===== src/orsq_pkg.sv =====
// Package for the origin-return sequencer: encodings, defaults and timing.
// Assumes a 125 MHz system clock; all other rates derive from it.
package orsq_pkg;
  localparam int          ORSQ_CLK_HZ        = 125000000;
  localparam int          ORSQ_MS_PER_S      = 1000;
  localparam int          ORSQ_CYC_PER_MS    = ORSQ_CLK_HZ / ORSQ_MS_PER_S;
  // Mode, direction and mark selection codes.
  localparam logic [1:0]  ORSQ_MODE_TWO      = 2'h0;
  localparam logic [1:0]  ORSQ_MODE_THREE    = 2'h1;
  localparam logic [1:0]  ORSQ_MODE_ONE      = 2'h2;
  localparam logic [1:0]  ORSQ_MODE_PUSH     = 2'h3;
  localparam logic        ORSQ_DIR_NEG       = 1'h0;
  localparam logic        ORSQ_DIR_POS       = 1'h1;
  localparam logic [1:0]  ORSQ_MARK_OFF      = 2'h0;
  localparam logic [1:0]  ORSQ_MARK_PHASE    = 2'h1;
  localparam logic [1:0]  ORSQ_MARK_ZERO     = 2'h2;
  // Setting limits.
  localparam logic [31:0] ORSQ_ACC_MAX       = 32'h3b9aca00;
  localparam logic [21:0] ORSQ_SPEED_MAX     = 22'h3d0900;
  localparam logic [21:0] ORSQ_LAST_MAX      = 22'h002710;
  localparam logic [7:0]  ORSQ_FILT_MAX      = 8'hc8;
  localparam logic [22:0] ORSQ_STEPS_MAX     = 23'h7fffff;
  localparam logic [9:0]  ORSQ_CUR_MAX       = 10'h3e8;
  // Defaults after reset.
  localparam logic [1:0]  ORSQ_MODE_RST      = ORSQ_MODE_THREE;
  localparam logic [31:0] ORSQ_ACC_RST       = 32'h000f4240;
  localparam logic [21:0] ORSQ_START_RST     = 22'h0001f4;
  localparam logic [21:0] ORSQ_RUN_RST       = 22'h0003e8;
  localparam logic [21:0] ORSQ_LASTSPD_RST   = 22'h0001f4;
  localparam logic [7:0]  ORSQ_FILT_RST      = 8'h01;
  localparam logic [15:0] ORSQ_PUSHT_RST     = 16'h00c8;
  // Phase accumulator width for step generation.
  localparam int          ORSQ_ACC_W         = 27;
  localparam logic [26:0] ORSQ_PHASE_WRAP    = 27'h773593f; // ORSQ_CLK_HZ - 1
  typedef enum logic [8:0] {
    ORSQ_IDLE    = 9'h001,
    ORSQ_SEEK    = 9'h002,
    ORSQ_LEAVE   = 9'h004,
    ORSQ_FIND    = 9'h008,
    ORSQ_BACK    = 9'h010,
    ORSQ_PUSHB   = 9'h020,
    ORSQ_PRESS   = 9'h040,
    ORSQ_QUAL    = 9'h080,
    ORSQ_OFFSET  = 9'h100
  } orsq_state_type;
endpackage


===== src/orsq_step_gen.sv =====
// Step-rate generator: emits one-cycle step enables at a commanded rate.
// Assumes the caller supplies a rate in Hz and a clock at the package system clock rate.
`timescale 1ns/1ps
module orsq_step_gen
  import orsq_pkg::*;
#(
  parameter int RATE_W = 22
) (
  input  wire logic              i_clk,
  input  wire logic              i_rst,
  input  wire logic              i_run,
  input  wire logic [RATE_W-1:0] i_rate_hz,
  output logic                   o_step
);
  initial begin
    if (RATE_W > ORSQ_ACC_W) $error("orsq_step_gen: RATE_W too wide");
  end

  logic [ORSQ_ACC_W-1:0] phase_reg;
  logic [ORSQ_ACC_W-1:0] phase_next;
  logic [ORSQ_ACC_W:0]   phase_sum;
  logic                  step_reg;

  // Fractional phase add; a wrap past the clock rate is one step.
  assign phase_sum  = {1'b0, phase_reg} + {{(ORSQ_ACC_W-RATE_W+1){1'b0}}, i_rate_hz};
  assign phase_next = (phase_sum > {1'b0, ORSQ_PHASE_WRAP}) ?
                      ORSQ_ACC_W'(phase_sum - {1'b0, ORSQ_PHASE_WRAP} - 1'b1) :
                      phase_sum[ORSQ_ACC_W-1:0];

  // The accumulator clears when stopped so each move starts in phase.
  always_ff @(posedge i_clk) begin
    if (i_rst || !i_run) begin
      phase_reg <= '0;
      step_reg  <= 1'b0;
    end else begin
      phase_reg <= phase_next;
      step_reg  <= (phase_sum > {1'b0, ORSQ_PHASE_WRAP});
    end
  end

  assign o_step = step_reg;
endmodule // orsq_step_gen


===== src/orsq_sequencer.sv =====
// Origin-return sequencer: runs homing in four modes, presets position.
// Assumes sensor and request pins are asynchronous; settings are static during a run.
//
// Summary of operation
// RULE1: Mode setting picks two, three, one sensor or push; default three-sensor.
// RULE2: Start direction negative when 0, positive when 1; default positive.
// RULE3: Acceleration setting 1 to 1e9, default 1,000,000, shapes speed ramping.
// RULE4: Starting and operating speeds 1 to 4 MHz; defaults 500 and 1000 Hz.
// RULE5: Last speed 1 to 10,000 Hz, default 500, for final positioning.
// RULE6: Command filter time constant 1 to 200 ms smooths the commanded speed.
// RULE7: Two-sensor mode moves backward steps after leaving the limit.
// RULE8: Single-sensor mode travels extra steps after leaving the origin sensor.
// RULE9: Push mode limits motor current to a 0.1 percent rate up to 1000.
// RULE10: Push mode backs off given steps after first hitting the stop.
// RULE11: Push complete once torque limit persists for the pushing time in ms.
// RULE12: Push mode retreats given steps from the stop and takes that as origin.
// RULE13: On completion the position is loaded with the preset value.
// RULE14: Absolute position valid stays low while origin return runs.
// RULE15: After return, move by the signed offset and take that point as origin.
// RULE16: Aperture sensor must qualify the origin when its enable is 1.
// RULE17: Mark setting 1 uses phase origin pulse, 2 encoder zero mark.
// RULE18: Host must set resolution to a multiple of 50 for phase pulse use.
// RULE19: Host asserts request only while ready, releases after ready drops.
// RULE20: On accept drop ready outputs, raise motion active, then start moving.
// RULE21: On completion raise done and ready outputs, drop motion and busy.
// RULE22: Three-sensor reverses at limit, leaves it, stops on origin rising edge.
// RULE23: Two-sensor reverses at limit, pulls out, then runs backward steps.
// RULE24: Single-sensor stops on origin rise, leaves at last speed, no further reversal.
// RULE25: Push mode uses pressing against the stop as the reversal event.
// RULE26: All sensor and request inputs are synchronised and edge detected; the code reads limits, aperture and torque as levels only.
// RULE27: A new request during a return is ignored; ready stays low.
`timescale 1ns/1ps
module orsq_sequencer
  import orsq_pkg::*;
#(
  parameter int PUSH_MS_CYC = ORSQ_CYC_PER_MS
) (
  input  wire logic        I_CLK_SYS,
  input  wire logic        I_RST,
  input  wire logic        I_SEEK_REQ,
  input  wire logic        I_ORIGIN_SENSOR,
  input  wire logic        I_LIMIT_POS,
  input  wire logic        I_LIMIT_NEG,
  input  wire logic        I_APERTURE_SENSOR,
  input  wire logic        I_PHASE_ORIGIN_PULSE,
  input  wire logic        I_ENCODER_ZERO_MARK,
  input  wire logic        I_TORQUE_LIMIT_REACHED,
  input  wire logic [1:0]  I_MODE,
  input  wire logic        I_START_DIR,
  input  wire logic [31:0] I_ACCEL,
  input  wire logic [21:0] I_START_SPEED,
  input  wire logic [21:0] I_RUN_SPEED,
  input  wire logic [21:0] I_LAST_SPEED,
  input  wire logic [7:0]  I_FILTER_MS,
  input  wire logic [9:0]  I_PUSH_CURRENT,
  input  wire logic [22:0] I_BACK_STEPS_TWO,
  input  wire logic [22:0] I_EXTRA_STEPS_ONE,
  input  wire logic [22:0] I_PUSH_FIRST_STEPS,
  input  wire logic [15:0] I_PUSH_TIME_MS,
  input  wire logic [22:0] I_PUSH_BACK_STEPS,
  input  wire logic [31:0] I_PRESET_POS,
  input  wire logic [31:0] I_POS_OFFSET,
  input  wire logic        I_APERTURE_EN,
  input  wire logic [1:0]  I_MARK_SEL,
  output logic             O_PULSE_INPUT_READY,
  output logic             O_READY,
  output logic             O_DIRECT_COMMAND_READY,
  output logic             O_MOTION_ACTIVE,
  output logic             O_OPERATION_BUSY,
  output logic             O_ORIGIN_DONE,
  output logic             O_ABSOLUTE_POSITION_VALID,
  output logic             O_STEP,
  output logic             O_DIR,
  output logic [9:0]       O_CURRENT_LIMIT,
  output logic [31:0]      O_POSITION
);
  initial begin
    if (PUSH_MS_CYC < 1) $error("orsq_sequencer: PUSH_MS_CYC must be positive");
  end

  localparam int NSYNC = 8;

  // Two-flop synchronisers, then an edge stage read by the sequencer.
  logic [NSYNC-1:0] pin_raw;
  logic [NSYNC-1:0] sync1_reg;
  logic [NSYNC-1:0] sync2_reg;
  logic [NSYNC-1:0] last_reg;
  assign pin_raw = {I_SEEK_REQ, I_ORIGIN_SENSOR, I_LIMIT_POS, I_LIMIT_NEG,
                    I_APERTURE_SENSOR, I_PHASE_ORIGIN_PULSE, I_ENCODER_ZERO_MARK,
                    I_TORQUE_LIMIT_REACHED};
  always_ff @(posedge I_CLK_SYS) begin
    if (I_RST) begin
      sync1_reg <= '0;
      sync2_reg <= '0;
      last_reg  <= '0;
    end else begin
      sync1_reg <= pin_raw; // RULE26
      sync2_reg <= sync1_reg;
      last_reg  <= sync2_reg;
    end
  end

  wire req_rise    = sync2_reg[7] & ~last_reg[7];
  wire org_lvl     = sync2_reg[6];
  wire org_rise    = sync2_reg[6] & ~last_reg[6]; // RULE26
  wire org_fall    = ~sync2_reg[6] & last_reg[6];
  wire lim_pos     = sync2_reg[5];
  wire lim_neg     = sync2_reg[4];
  wire aperture    = sync2_reg[3];
  wire mark_rise   = (I_MARK_SEL == ORSQ_MARK_PHASE) ? (sync2_reg[2] & ~last_reg[2]) :
                     (I_MARK_SEL == ORSQ_MARK_ZERO)  ? (sync2_reg[1] & ~last_reg[1]) : 1'b0;
  wire torque      = sync2_reg[0];

  // Qualification of the final origin point by aperture and mark signals.
  wire need_qual   = I_APERTURE_EN | (I_MARK_SEL != ORSQ_MARK_OFF);
  wire qual_ok     = (~I_APERTURE_EN | aperture) &                     // RULE16
                     ((I_MARK_SEL == ORSQ_MARK_OFF) | mark_rise);      // RULE17

  orsq_state_type state_reg, state_next;
  logic           dir_reg, dir_next;
  logic [22:0]    cnt_reg, cnt_next;
  logic [31:0]    ofs_left_reg, ofs_left_next;
  logic [31:0]    pos_reg, pos_next;
  logic           done_reg, done_next;
  logic           valid_reg, valid_next;
  logic [31:0]    ptime_reg, ptime_next;
  logic [21:0]    target_hz;
  logic [21:0]    speed_reg;
  logic [31:0]    ramp_reg;
  logic [31:0]    ms_reg;
  logic           pressed_reg, pressed_next;

  wire busy       = (state_reg != ORSQ_IDLE);
  wire moving     = busy;
  wire at_limit   = dir_reg ? lim_pos : lim_neg;
  wire push_hit   = (ptime_reg >= 32'(I_PUSH_TIME_MS) * 32'(PUSH_MS_CYC)); // RULE11
  wire step_en;
  wire ofs_neg    = I_POS_OFFSET[31];
  wire [31:0] ofs_mag = ofs_neg ? (~I_POS_OFFSET + 32'h1) : I_POS_OFFSET;

  // Target speed by phase: seek at operating speed (starting speed in two-sensor mode), find at operating speed, pull-outs at last speed.
  always_comb begin
    target_hz = I_START_SPEED;
    case (state_reg)
      ORSQ_SEEK:   target_hz = (I_MODE == ORSQ_MODE_TWO) ? I_START_SPEED : I_RUN_SPEED; // RULE4
      ORSQ_FIND:   target_hz = I_RUN_SPEED;
      ORSQ_LEAVE:  target_hz = I_LAST_SPEED; // RULE5
      ORSQ_QUAL:   target_hz = I_LAST_SPEED;
      default:     target_hz = I_START_SPEED;
    endcase
  end

  // Filter tick every ms; speed slews toward target by accel/filter per tick.
  always_ff @(posedge I_CLK_SYS) begin
    if (I_RST || !moving) begin
      ms_reg    <= '0;
      ramp_reg  <= '0;
      speed_reg <= I_START_SPEED;
    end else if (ms_reg >= 32'(ORSQ_CYC_PER_MS - 1)) begin
      ms_reg <= '0;
      // Ramp step in Hz per ms: accel (0.001 kHz/s) equals 1 mHz/ms units.
      ramp_reg <= I_ACCEL / (32'(I_FILTER_MS) * 32'(ORSQ_MS_PER_S)) + 32'h1; // RULE3 RULE6
      if (speed_reg < target_hz)
        speed_reg <= ((target_hz - speed_reg) > ramp_reg[21:0]) ?
                     speed_reg + ramp_reg[21:0] : target_hz;
      else
        speed_reg <= ((speed_reg - target_hz) > ramp_reg[21:0]) ?
                     speed_reg - ramp_reg[21:0] : target_hz;
    end else begin
      ms_reg <= ms_reg + 32'h1;
    end
  end

  orsq_step_gen #(.RATE_W(22)) u_step (
    .i_clk     (I_CLK_SYS),
    .i_rst     (I_RST),
    .i_run     (moving),
    .i_rate_hz (speed_reg),
    .o_step    (step_en)
  );

  // Main sequencer.
  always_comb begin
    state_next    = state_reg;
    dir_next      = dir_reg;
    cnt_next      = cnt_reg;
    ofs_left_next = ofs_left_reg;
    pos_next      = pos_reg;
    done_next     = done_reg;
    valid_next    = valid_reg;
    ptime_next    = '0;
    pressed_next  = pressed_reg;
    if (step_en && busy)
      pos_next = dir_reg ? pos_reg + 32'h1 : pos_reg - 32'h1;
    case (state_reg)
      ORSQ_IDLE: begin
        if (req_rise) begin // RULE19 RULE20
          state_next   = ORSQ_SEEK;
          dir_next     = (I_START_DIR == ORSQ_DIR_POS); // RULE2
          done_next    = 1'b0;
          valid_next   = 1'b0; // RULE14
          pressed_next = 1'b0;
        end
      end
      ORSQ_SEEK: begin // RULE1
        if (I_MODE == ORSQ_MODE_PUSH) begin
          ptime_next = torque ? ptime_reg + 32'h1 : '0;
          if (push_hit) begin // RULE25
            dir_next   = ~dir_reg;
            cnt_next   = pressed_reg ? I_PUSH_BACK_STEPS : I_PUSH_FIRST_STEPS;
            state_next = pressed_reg ? ORSQ_BACK : ORSQ_PUSHB; // RULE10 RULE12
          end
        end else if (I_MODE == ORSQ_MODE_ONE) begin
          if (org_rise) state_next = ORSQ_LEAVE; // RULE24
        end else if (I_MODE == ORSQ_MODE_THREE && org_rise) begin
          state_next = need_qual ? ORSQ_QUAL : ORSQ_OFFSET; // RULE22
          cnt_next   = '0;
        end else if (at_limit) begin
          dir_next   = ~dir_reg; // RULE22 RULE23
          state_next = ORSQ_LEAVE;
        end
      end
      ORSQ_LEAVE: begin
        if (I_MODE == ORSQ_MODE_ONE) begin
          if (org_fall) begin
            cnt_next   = I_EXTRA_STEPS_ONE; // RULE8
            state_next = ORSQ_BACK;
          end
        end else if (!lim_pos && !lim_neg) begin
          if (I_MODE == ORSQ_MODE_TWO) begin
            cnt_next   = I_BACK_STEPS_TWO; // RULE7 RULE23
            state_next = ORSQ_BACK;
          end else
            state_next = ORSQ_FIND;
        end
      end
      ORSQ_FIND: begin
        if (org_rise) state_next = need_qual ? ORSQ_QUAL : ORSQ_OFFSET; // RULE22
      end
      ORSQ_PUSHB, ORSQ_BACK: begin
        if (cnt_reg == '0) begin
          if (state_reg == ORSQ_PUSHB) begin
            dir_next     = ~dir_reg;
            pressed_next = 1'b1;
            state_next   = ORSQ_SEEK;
          end else
            state_next = need_qual ? ORSQ_QUAL : ORSQ_OFFSET;
        end else if (step_en)
          cnt_next = cnt_reg - 23'h1;
      end
      ORSQ_QUAL: begin
        if (qual_ok && (org_lvl || I_MODE == ORSQ_MODE_PUSH)) state_next = ORSQ_OFFSET;
      end
      ORSQ_OFFSET: begin
        if (ofs_left_reg == '0) begin
          state_next = ORSQ_IDLE;
          pos_next   = I_PRESET_POS; // RULE13
          done_next  = 1'b1; // RULE21
          valid_next = 1'b1;
        end else if (step_en)
          ofs_left_next = ofs_left_reg - 32'h1;
      end
      default: state_next = ORSQ_IDLE;
    endcase
    // Offset run direction and length latch on entry to the offset phase.
    if (state_next == ORSQ_OFFSET && state_reg != ORSQ_OFFSET) begin
      ofs_left_next = ofs_mag; // RULE15
      if (ofs_mag != '0) dir_next = ~ofs_neg; // A zero offset keeps the direction.
    end
  end

  // State registers; a request while busy has no path and is ignored.
  always_ff @(posedge I_CLK_SYS) begin
    if (I_RST) begin
      state_reg    <= ORSQ_IDLE;
      dir_reg      <= ORSQ_DIR_POS;
      cnt_reg      <= '0;
      ofs_left_reg <= '0;
      pos_reg      <= '0;
      done_reg     <= 1'b0;
      valid_reg    <= 1'b0;
      ptime_reg    <= '0;
      pressed_reg  <= 1'b0;
    end else begin
      state_reg    <= state_next; // RULE27
      dir_reg      <= dir_next;
      cnt_reg      <= cnt_next;
      ofs_left_reg <= ofs_left_next;
      pos_reg      <= pos_next;
      done_reg     <= done_next;
      valid_reg    <= valid_next;
      ptime_reg    <= ptime_next;
      pressed_reg  <= pressed_next;
    end
  end

  // Ready, motion and busy outputs follow the busy state directly.
  assign O_PULSE_INPUT_READY       = ~busy; // RULE20 RULE21
  assign O_READY                   = ~busy; // RULE27
  assign O_DIRECT_COMMAND_READY    = ~busy;
  assign O_MOTION_ACTIVE           = busy;
  assign O_OPERATION_BUSY          = busy;
  assign O_ORIGIN_DONE             = done_reg;
  assign O_ABSOLUTE_POSITION_VALID = valid_reg & ~busy; // RULE14
  assign O_STEP                    = step_en & busy;
  assign O_DIR                     = dir_reg;
  assign O_CURRENT_LIMIT           = (busy && I_MODE == ORSQ_MODE_PUSH) ?
                                     ((I_PUSH_CURRENT > ORSQ_CUR_MAX) ? ORSQ_CUR_MAX :
                                      I_PUSH_CURRENT) : ORSQ_CUR_MAX; // RULE9
  assign O_POSITION                = pos_reg;
endmodule // orsq_sequencer


===== config.mk =====
export PLATFORM = sky130hd
export DESIGN_NAME = orsq_sequencer
export DESIGN_NICKNAME = d
export VERILOG_FILES = /design/src/orsq_pkg.sv /design/src/orsq_step_gen.sv /design/src/orsq_sequencer.sv
export SDC_FILE = /design/constraint.sdc
export NUM_CORES = 2
export LEC_CHECK = 0
export CORE_ASPECT_RATIO = 1.75
export CORE_UTILIZATION = 45
export DETAILED_ROUTE_END_ITERATION = 7
export DONT_BUFFER_PORTS = 1
export PLACE_DENSITY = 0.57
export SLEW_MARGIN = 40
export SYNTH_ARGS = -nofsm -noshare
export SYNTH_HDL_FRONTEND = slang
export SYNTH_SLANG_ARGS = --single-unit

===== constraint.sdc =====
create_clock -name I_CLK_SYS -period 292.2 [get_ports I_CLK_SYS]
set_input_delay 58.44 -clock I_CLK_SYS [delete_from_list [all_inputs] [get_ports I_CLK_SYS]]
set_output_delay 58.44 -clock I_CLK_SYS [all_outputs]
set_load 0.005 [all_outputs]

Word-level counts from Yosys, hierarchy flattened
Cells that the tools add are included.
- bits in registers: 259
- input port bits: 304
- word-level logic and storage cells: 195
- output and inout bits: 51
- add/sub/neg operators: 15
- divide/modulo/power cells: 1
- reduce and logical (&&, ||, !) cells: 31
- equal/unequal tests: 29
- multipliers: 2
- muxes and demuxes: 70
- magnitude comparators: 7
- bitwise operators: 24
- operator list (kind ; number):
    32-bit two-way mux ; 9
    23-bit two-way mux ; 11
    9-bit two-way mux ; 16
    22-bit two-way mux ; 6
    32-bit by 1-bit adder with 32-bit output, second input constant ; 4
    23-bit one-hot mux with 3 select lines ; 1
    22-bit one-hot mux with 3 select lines ; 1
    22-bit subtractor ; 3
    32-bit by 1-bit subtractor with 32-bit output, second input constant ; 2
    9-bit one-hot mux with 7 select lines ; 1
    22-bit greater-than comparator ; 2
    32-bit by 18-bit divider with 32-bit output ; 1
    32-bit by 17-bit >= comparator with 1-bit output, second input constant ; 1
    32-bit >= comparator ; 1
    32-bit logical NOT ; 1
    32-bit inverter ; 1
    32-bit nonzero test ; 1
    16-bit by 14-bit multiplier with 29-bit output, second input constant ; 1
    27-bit by 22-bit adder with 28-bit output ; 1
    28-bit by 27-bit greater-than comparator with 1-bit output, second input constant ; 1
    27-bit two-way mux ; 1
    27-bit by 1-bit subtractor with 27-bit output, second input constant ; 1
    27-bit subtractor, second input constant ; 1
    23-bit logical NOT ; 1
    other kinds (41) ; 110

Logic depth before layout (Yosys ltp)
- depth after elaboration: 13
- depth in mapped cells: 449

By module
From an unflattened synthesis, not the netlist that was laid out.
- cell total of the unflattened synthesis: 5858
- area, all modules: 44336.3 um2
- modules (own cells, without submodules) (module ; cells each ; area an instance (um2) ; times used ; sequential area each (um2)):
    orsq_sequencer ; 5456 ; 41312.1 ; 1 ; 4764.6
    orsq_step_gen ; 402 ; 3024.2 ; 1 ; 560.5

Worst setup path after synthesis
OpenSTA, ideal clock, no wires.
- kind: input -> register
- from: input I_FILTER_MS[0]
- to: register ramp_reg[16]
- stages: 419
- setup time: 117 ps
- buffers on the path: 46
- setup slack: 149224 ps
- arrival: 142858 ps
- data required time: 292083 ps
- cells stage by stage: inv_1 > ha_1 > ha_1 > inv_1 > fa_1 > inv_1 > fa_1 > ha_1 > xor2_1 > o221a_2 > nand2_2 > nor3_2 > nand2_1 > mux2_2 > ha_1 > o21a_1 > o21bai_1 > nor2_1 > [383 not listed] > a21oi_1 > nor2b_1 > o21ai_0 > nand2b_1 > a21oi_1 > nor2b_1 > o21ai_0 > nand2b_1 > a2111oi_0 > o211ai_1 > or4_4 > buf_6 > ha_1 > nand2_1 > nor2_1 > nand2_1 > xnor2_1 > a32o_1
- cells in the longest elaborated chain, start to end: 3
- RTL lines (item ; RTL line ; text):
    start, declared ; orsq_sequencer.sv:54 ; input wire logic [7:0] I_FILTER_MS,
    8-bit by 7-bit multiplier with 15-bit output ; orsq_sequencer.sv:162 ; ramp_reg <= I_ACCEL / (32'(I_FILTER_MS) * 32'(ORSQ_MS_PER_S)) + 32'h1;
    32-bit by 18-bit divider with 32-bit output ; orsq_sequencer.sv:162 ;
    22-bit by 1-bit adder with 22-bit output ; orsq_sequencer.sv:162 ;
    end signal, assigned ; orsq_sequencer.sv:162 ;
    end, declared ; orsq_sequencer.sv:129 ; logic [31:0] ramp_reg;
Every way passes these cells.
A chain may end at the register's enable or synchronous reset.

Worst setup path after layout
- from: input I_FILTER_MS[1]
- to: register ramp_reg[14]
Same word-level chain as after synthesis.

==> results_dict.tcl <==
set metrics [dict create \
    max_slew_margin_pct 39.6 \
    path_delay_family "compound AO/OA/AOI/OAI gates" \
    fin_cells 7057 \
    crit_path_max_incr_delay_ns 0.89 \
    placed_cells 7006 \
    layout_common_cells "ha_1, nor2_1, nand2_1" \
    synth_warnings 0 \
    muxShareOfSynthArea_pct 3.26 \
    avgSynthCellArea_sq_um 7.54 \
    hpwl_mm 122 \
    synthXorXnorAreaFrac_pct 7.82 \
    ant_nets 0 \
    final_max_slew_viol_count 0 \
    synth_compound_area_share_pct 26.9 \
    hold_buffers 0 \
    path_clk_slew_ns 0.07 \
    synth_top_area_share_pct 19.4 \
    fillers 9968 \
    totalWireLength_mm 150 \
    insertion_delay_ns 0.58 \
    tns_ns 0 \
    synth_top_family_by_area "compound AO/OA/AOI/OAI gates" \
    fin_skew_ns 0.0150 \
    rsz0062_at_grt "no" \
    globalRouteTotalUtil_pct 29.2 \
    drc 0 \
    antenna_found_initial 6 \
    fp.coreArea_sq_um 97100 \
    timing.critical_path.buf_inv 18 \
    yosysUniqueCellTypes 122 \
    crit_slowest_cell "o21ai_1" \
    cts_sinks 255 \
    dpl_worst_slack_ns 138.98 \
    synthTopCellsByArea "ha_1, dfxtp_1, a21oi_1, xnor2_1, nor2_1" \
    critPathMaxFanout 37 \
    root_buffer "clkbuf_16" \
    hold_class "flip-flop to flip-flop" \
    cp_data_arrival_time_ns 154.09 \
    tightest_slew_ns 0.899 \
    area_delta_synth_final_pct 4.79 \
    num_vias 43230 \
    start_util_pct 45.6 \
    dr.first_iter.drc_count 2152 \
    layout_commonest_cell "ha_1" \
    grt_max_degree 116 \
    firstDrtPassIters 5 \
    fin_crit_sh_pct 52.6 \
    path_class "input pin to flip-flop" \
    ys_seq_elements 255 \
    fp.dieH_um 417 \
    nets 6806 \
    pin_count 355 \
    cap_violations 0 \
    io_buffers 0 \
    synth-async-reset-ratio_pct 0 \
    dieArea_sq_um 99800 \
    routedWlPerCell_um 21.2 \
    min_period_ns 153.58 \
    synth_fa_ha_area_share_pct 23.1 \
    synth_area_sq_um 44300 \
    cts_tree "built" \
    clock.fmax_mhz 6.51 \
    cp-end-kind "flip-flop" \
    drive_gt1_share_pct 5.44 \
    synth-simple-area-share_pct 21.9 \
    start_kind "input pin" \
    path_common_cell "o21a_1" \
    seq_area_frac_synth_pct 12.0 \
    hold_viol_final 0 \
    worst_ep_required_time_ns 292.71 \
    worst_slack_ns 138.62 \
    synthFlopType "dfxtp_1" \
    grt_pass1_wl_mm 231 \
    finalSetupViolCount 0 \
    synth_top_area_cell "ha_1" \
    status "completed" \
    clockBufferDepth 3 \
    postCtsSetupBuffers 0 \
    placementRows 151 \
    die_w_um 239 \
    grt_overflow 0 \
    place_congestion 0.986 \
    grt_pass1_vias 43207 \
    cts.repair.resized 0 \
    synth-edff-count 22 \
    h-tree-depth 1 \
    syn_inst 5874 \
    cts_made_buffers 26 \
    viasPerCell 6.13 \
]
==> layer usage <==
metal	track usage, %	share of wire, %	up-vias
li1	-	-	21187
met1	28.0	35	20415
met2	57.7	54	1190
met3	3.52	4.7	438
met4	17.9	6.5	0
met5	0	0	-
==> cells by family after synthesis <==
kind of cell | Yosys count
XOR/XNOR | 395
adder cells (fa/ha/maj) | 769
buffers and inverters | 571
other | 1
flip-flops | 255
AND/OR/NAND/NOR | 1978
multiplexers | 133
AO/OA/AOI/OAI | 1772
==> through the flow <==
step	hold slack, ns	utilization [%]	instance area (sq um)
floorplan	0.414	-	44400
global route	0.460	47.8	46400
global placement	0.422	46.8	45500
detailed placement	0.428	46.9	45600
CTS	0.451	47.8	46400
finish	0.442	47.8	46400
==> worst register-to-register path: cells and delay by family (launching register included) <==
kind / cells / cell delay, ns
AO/OA/AOI/OAI: 22 / 4.43
XOR/XNOR: 1 / 0.10
adder cells (fa/ha/maj): 2 / 0.67
buffers and inverters: 4 / 0.99
flip-flops: 1 / 0.41
AND/OR/NAND/NOR: 11 / 2.98
==> area by class of cell <==
cell class,instances,area (sq um),share of cell area [%]
Clock buffer,35,736,1.58
Clock inverter,10,114,0.245
Inverter,339,1270,2.74
Tap cell,1300,1630,3.50
Antenna cell,6,15.0,0.0323
Multi-Input combinational cell,5063,37000,79.6
Sequential cell,255,5330,11.5
Timing Repair Buffer,49,388,0.835
==> Yosys cell counts, types with 80 or more instances <==
| cell type | n |
|---|---|
| xnor2_1 | 231 |
| clkbuf_1 | 180 |
| o21ai_0 | 275 |
| nand2b_1 | 80 |
| inv_1 | 332 |
| o31ai_1 | 135 |
| nor3_1 | 222 |
| xor2_1 | 163 |
| o21a_1 | 170 |
| nor2b_1 | 80 |
| dfxtp_1 | 233 |
| nand3_1 | 111 |
| fa_1 | 82 |
| nand2_1 | 507 |
| a21oi_1 | 442 |
| nor2_1 | 521 |
| a21o_1 | 142 |
| ha_1 | 686 |
==> final timing paths <==
| path | from | endpoint | slack (ns) | depth (start not counted) |
|---|---|---|---|---|
| setup reg to reg | state_reg[5]$_SDFF_PP0_ | speed_reg[8]$_DFFE_PP_ | 282.33 | 40 |
| hold reg to reg | sync1_reg[3]$_SDFF_PP0_ | sync2_reg[3]$_SDFF_PP0_ | 0.44 | 1 |
| setup / recovery | I_FILTER_MS[1] | ramp_reg[14]$_SDFFE_PP0P_ | 138.62 | 395 |
| hold / removal | sync1_reg[3]$_SDFF_PP0_ | sync2_reg[3]$_SDFF_PP0_ | 0.44 | 1 |
Power is left out: the tool's default activity adds up to more than one toggle a clock period on the data nets, which glitch-free logic cannot reach.
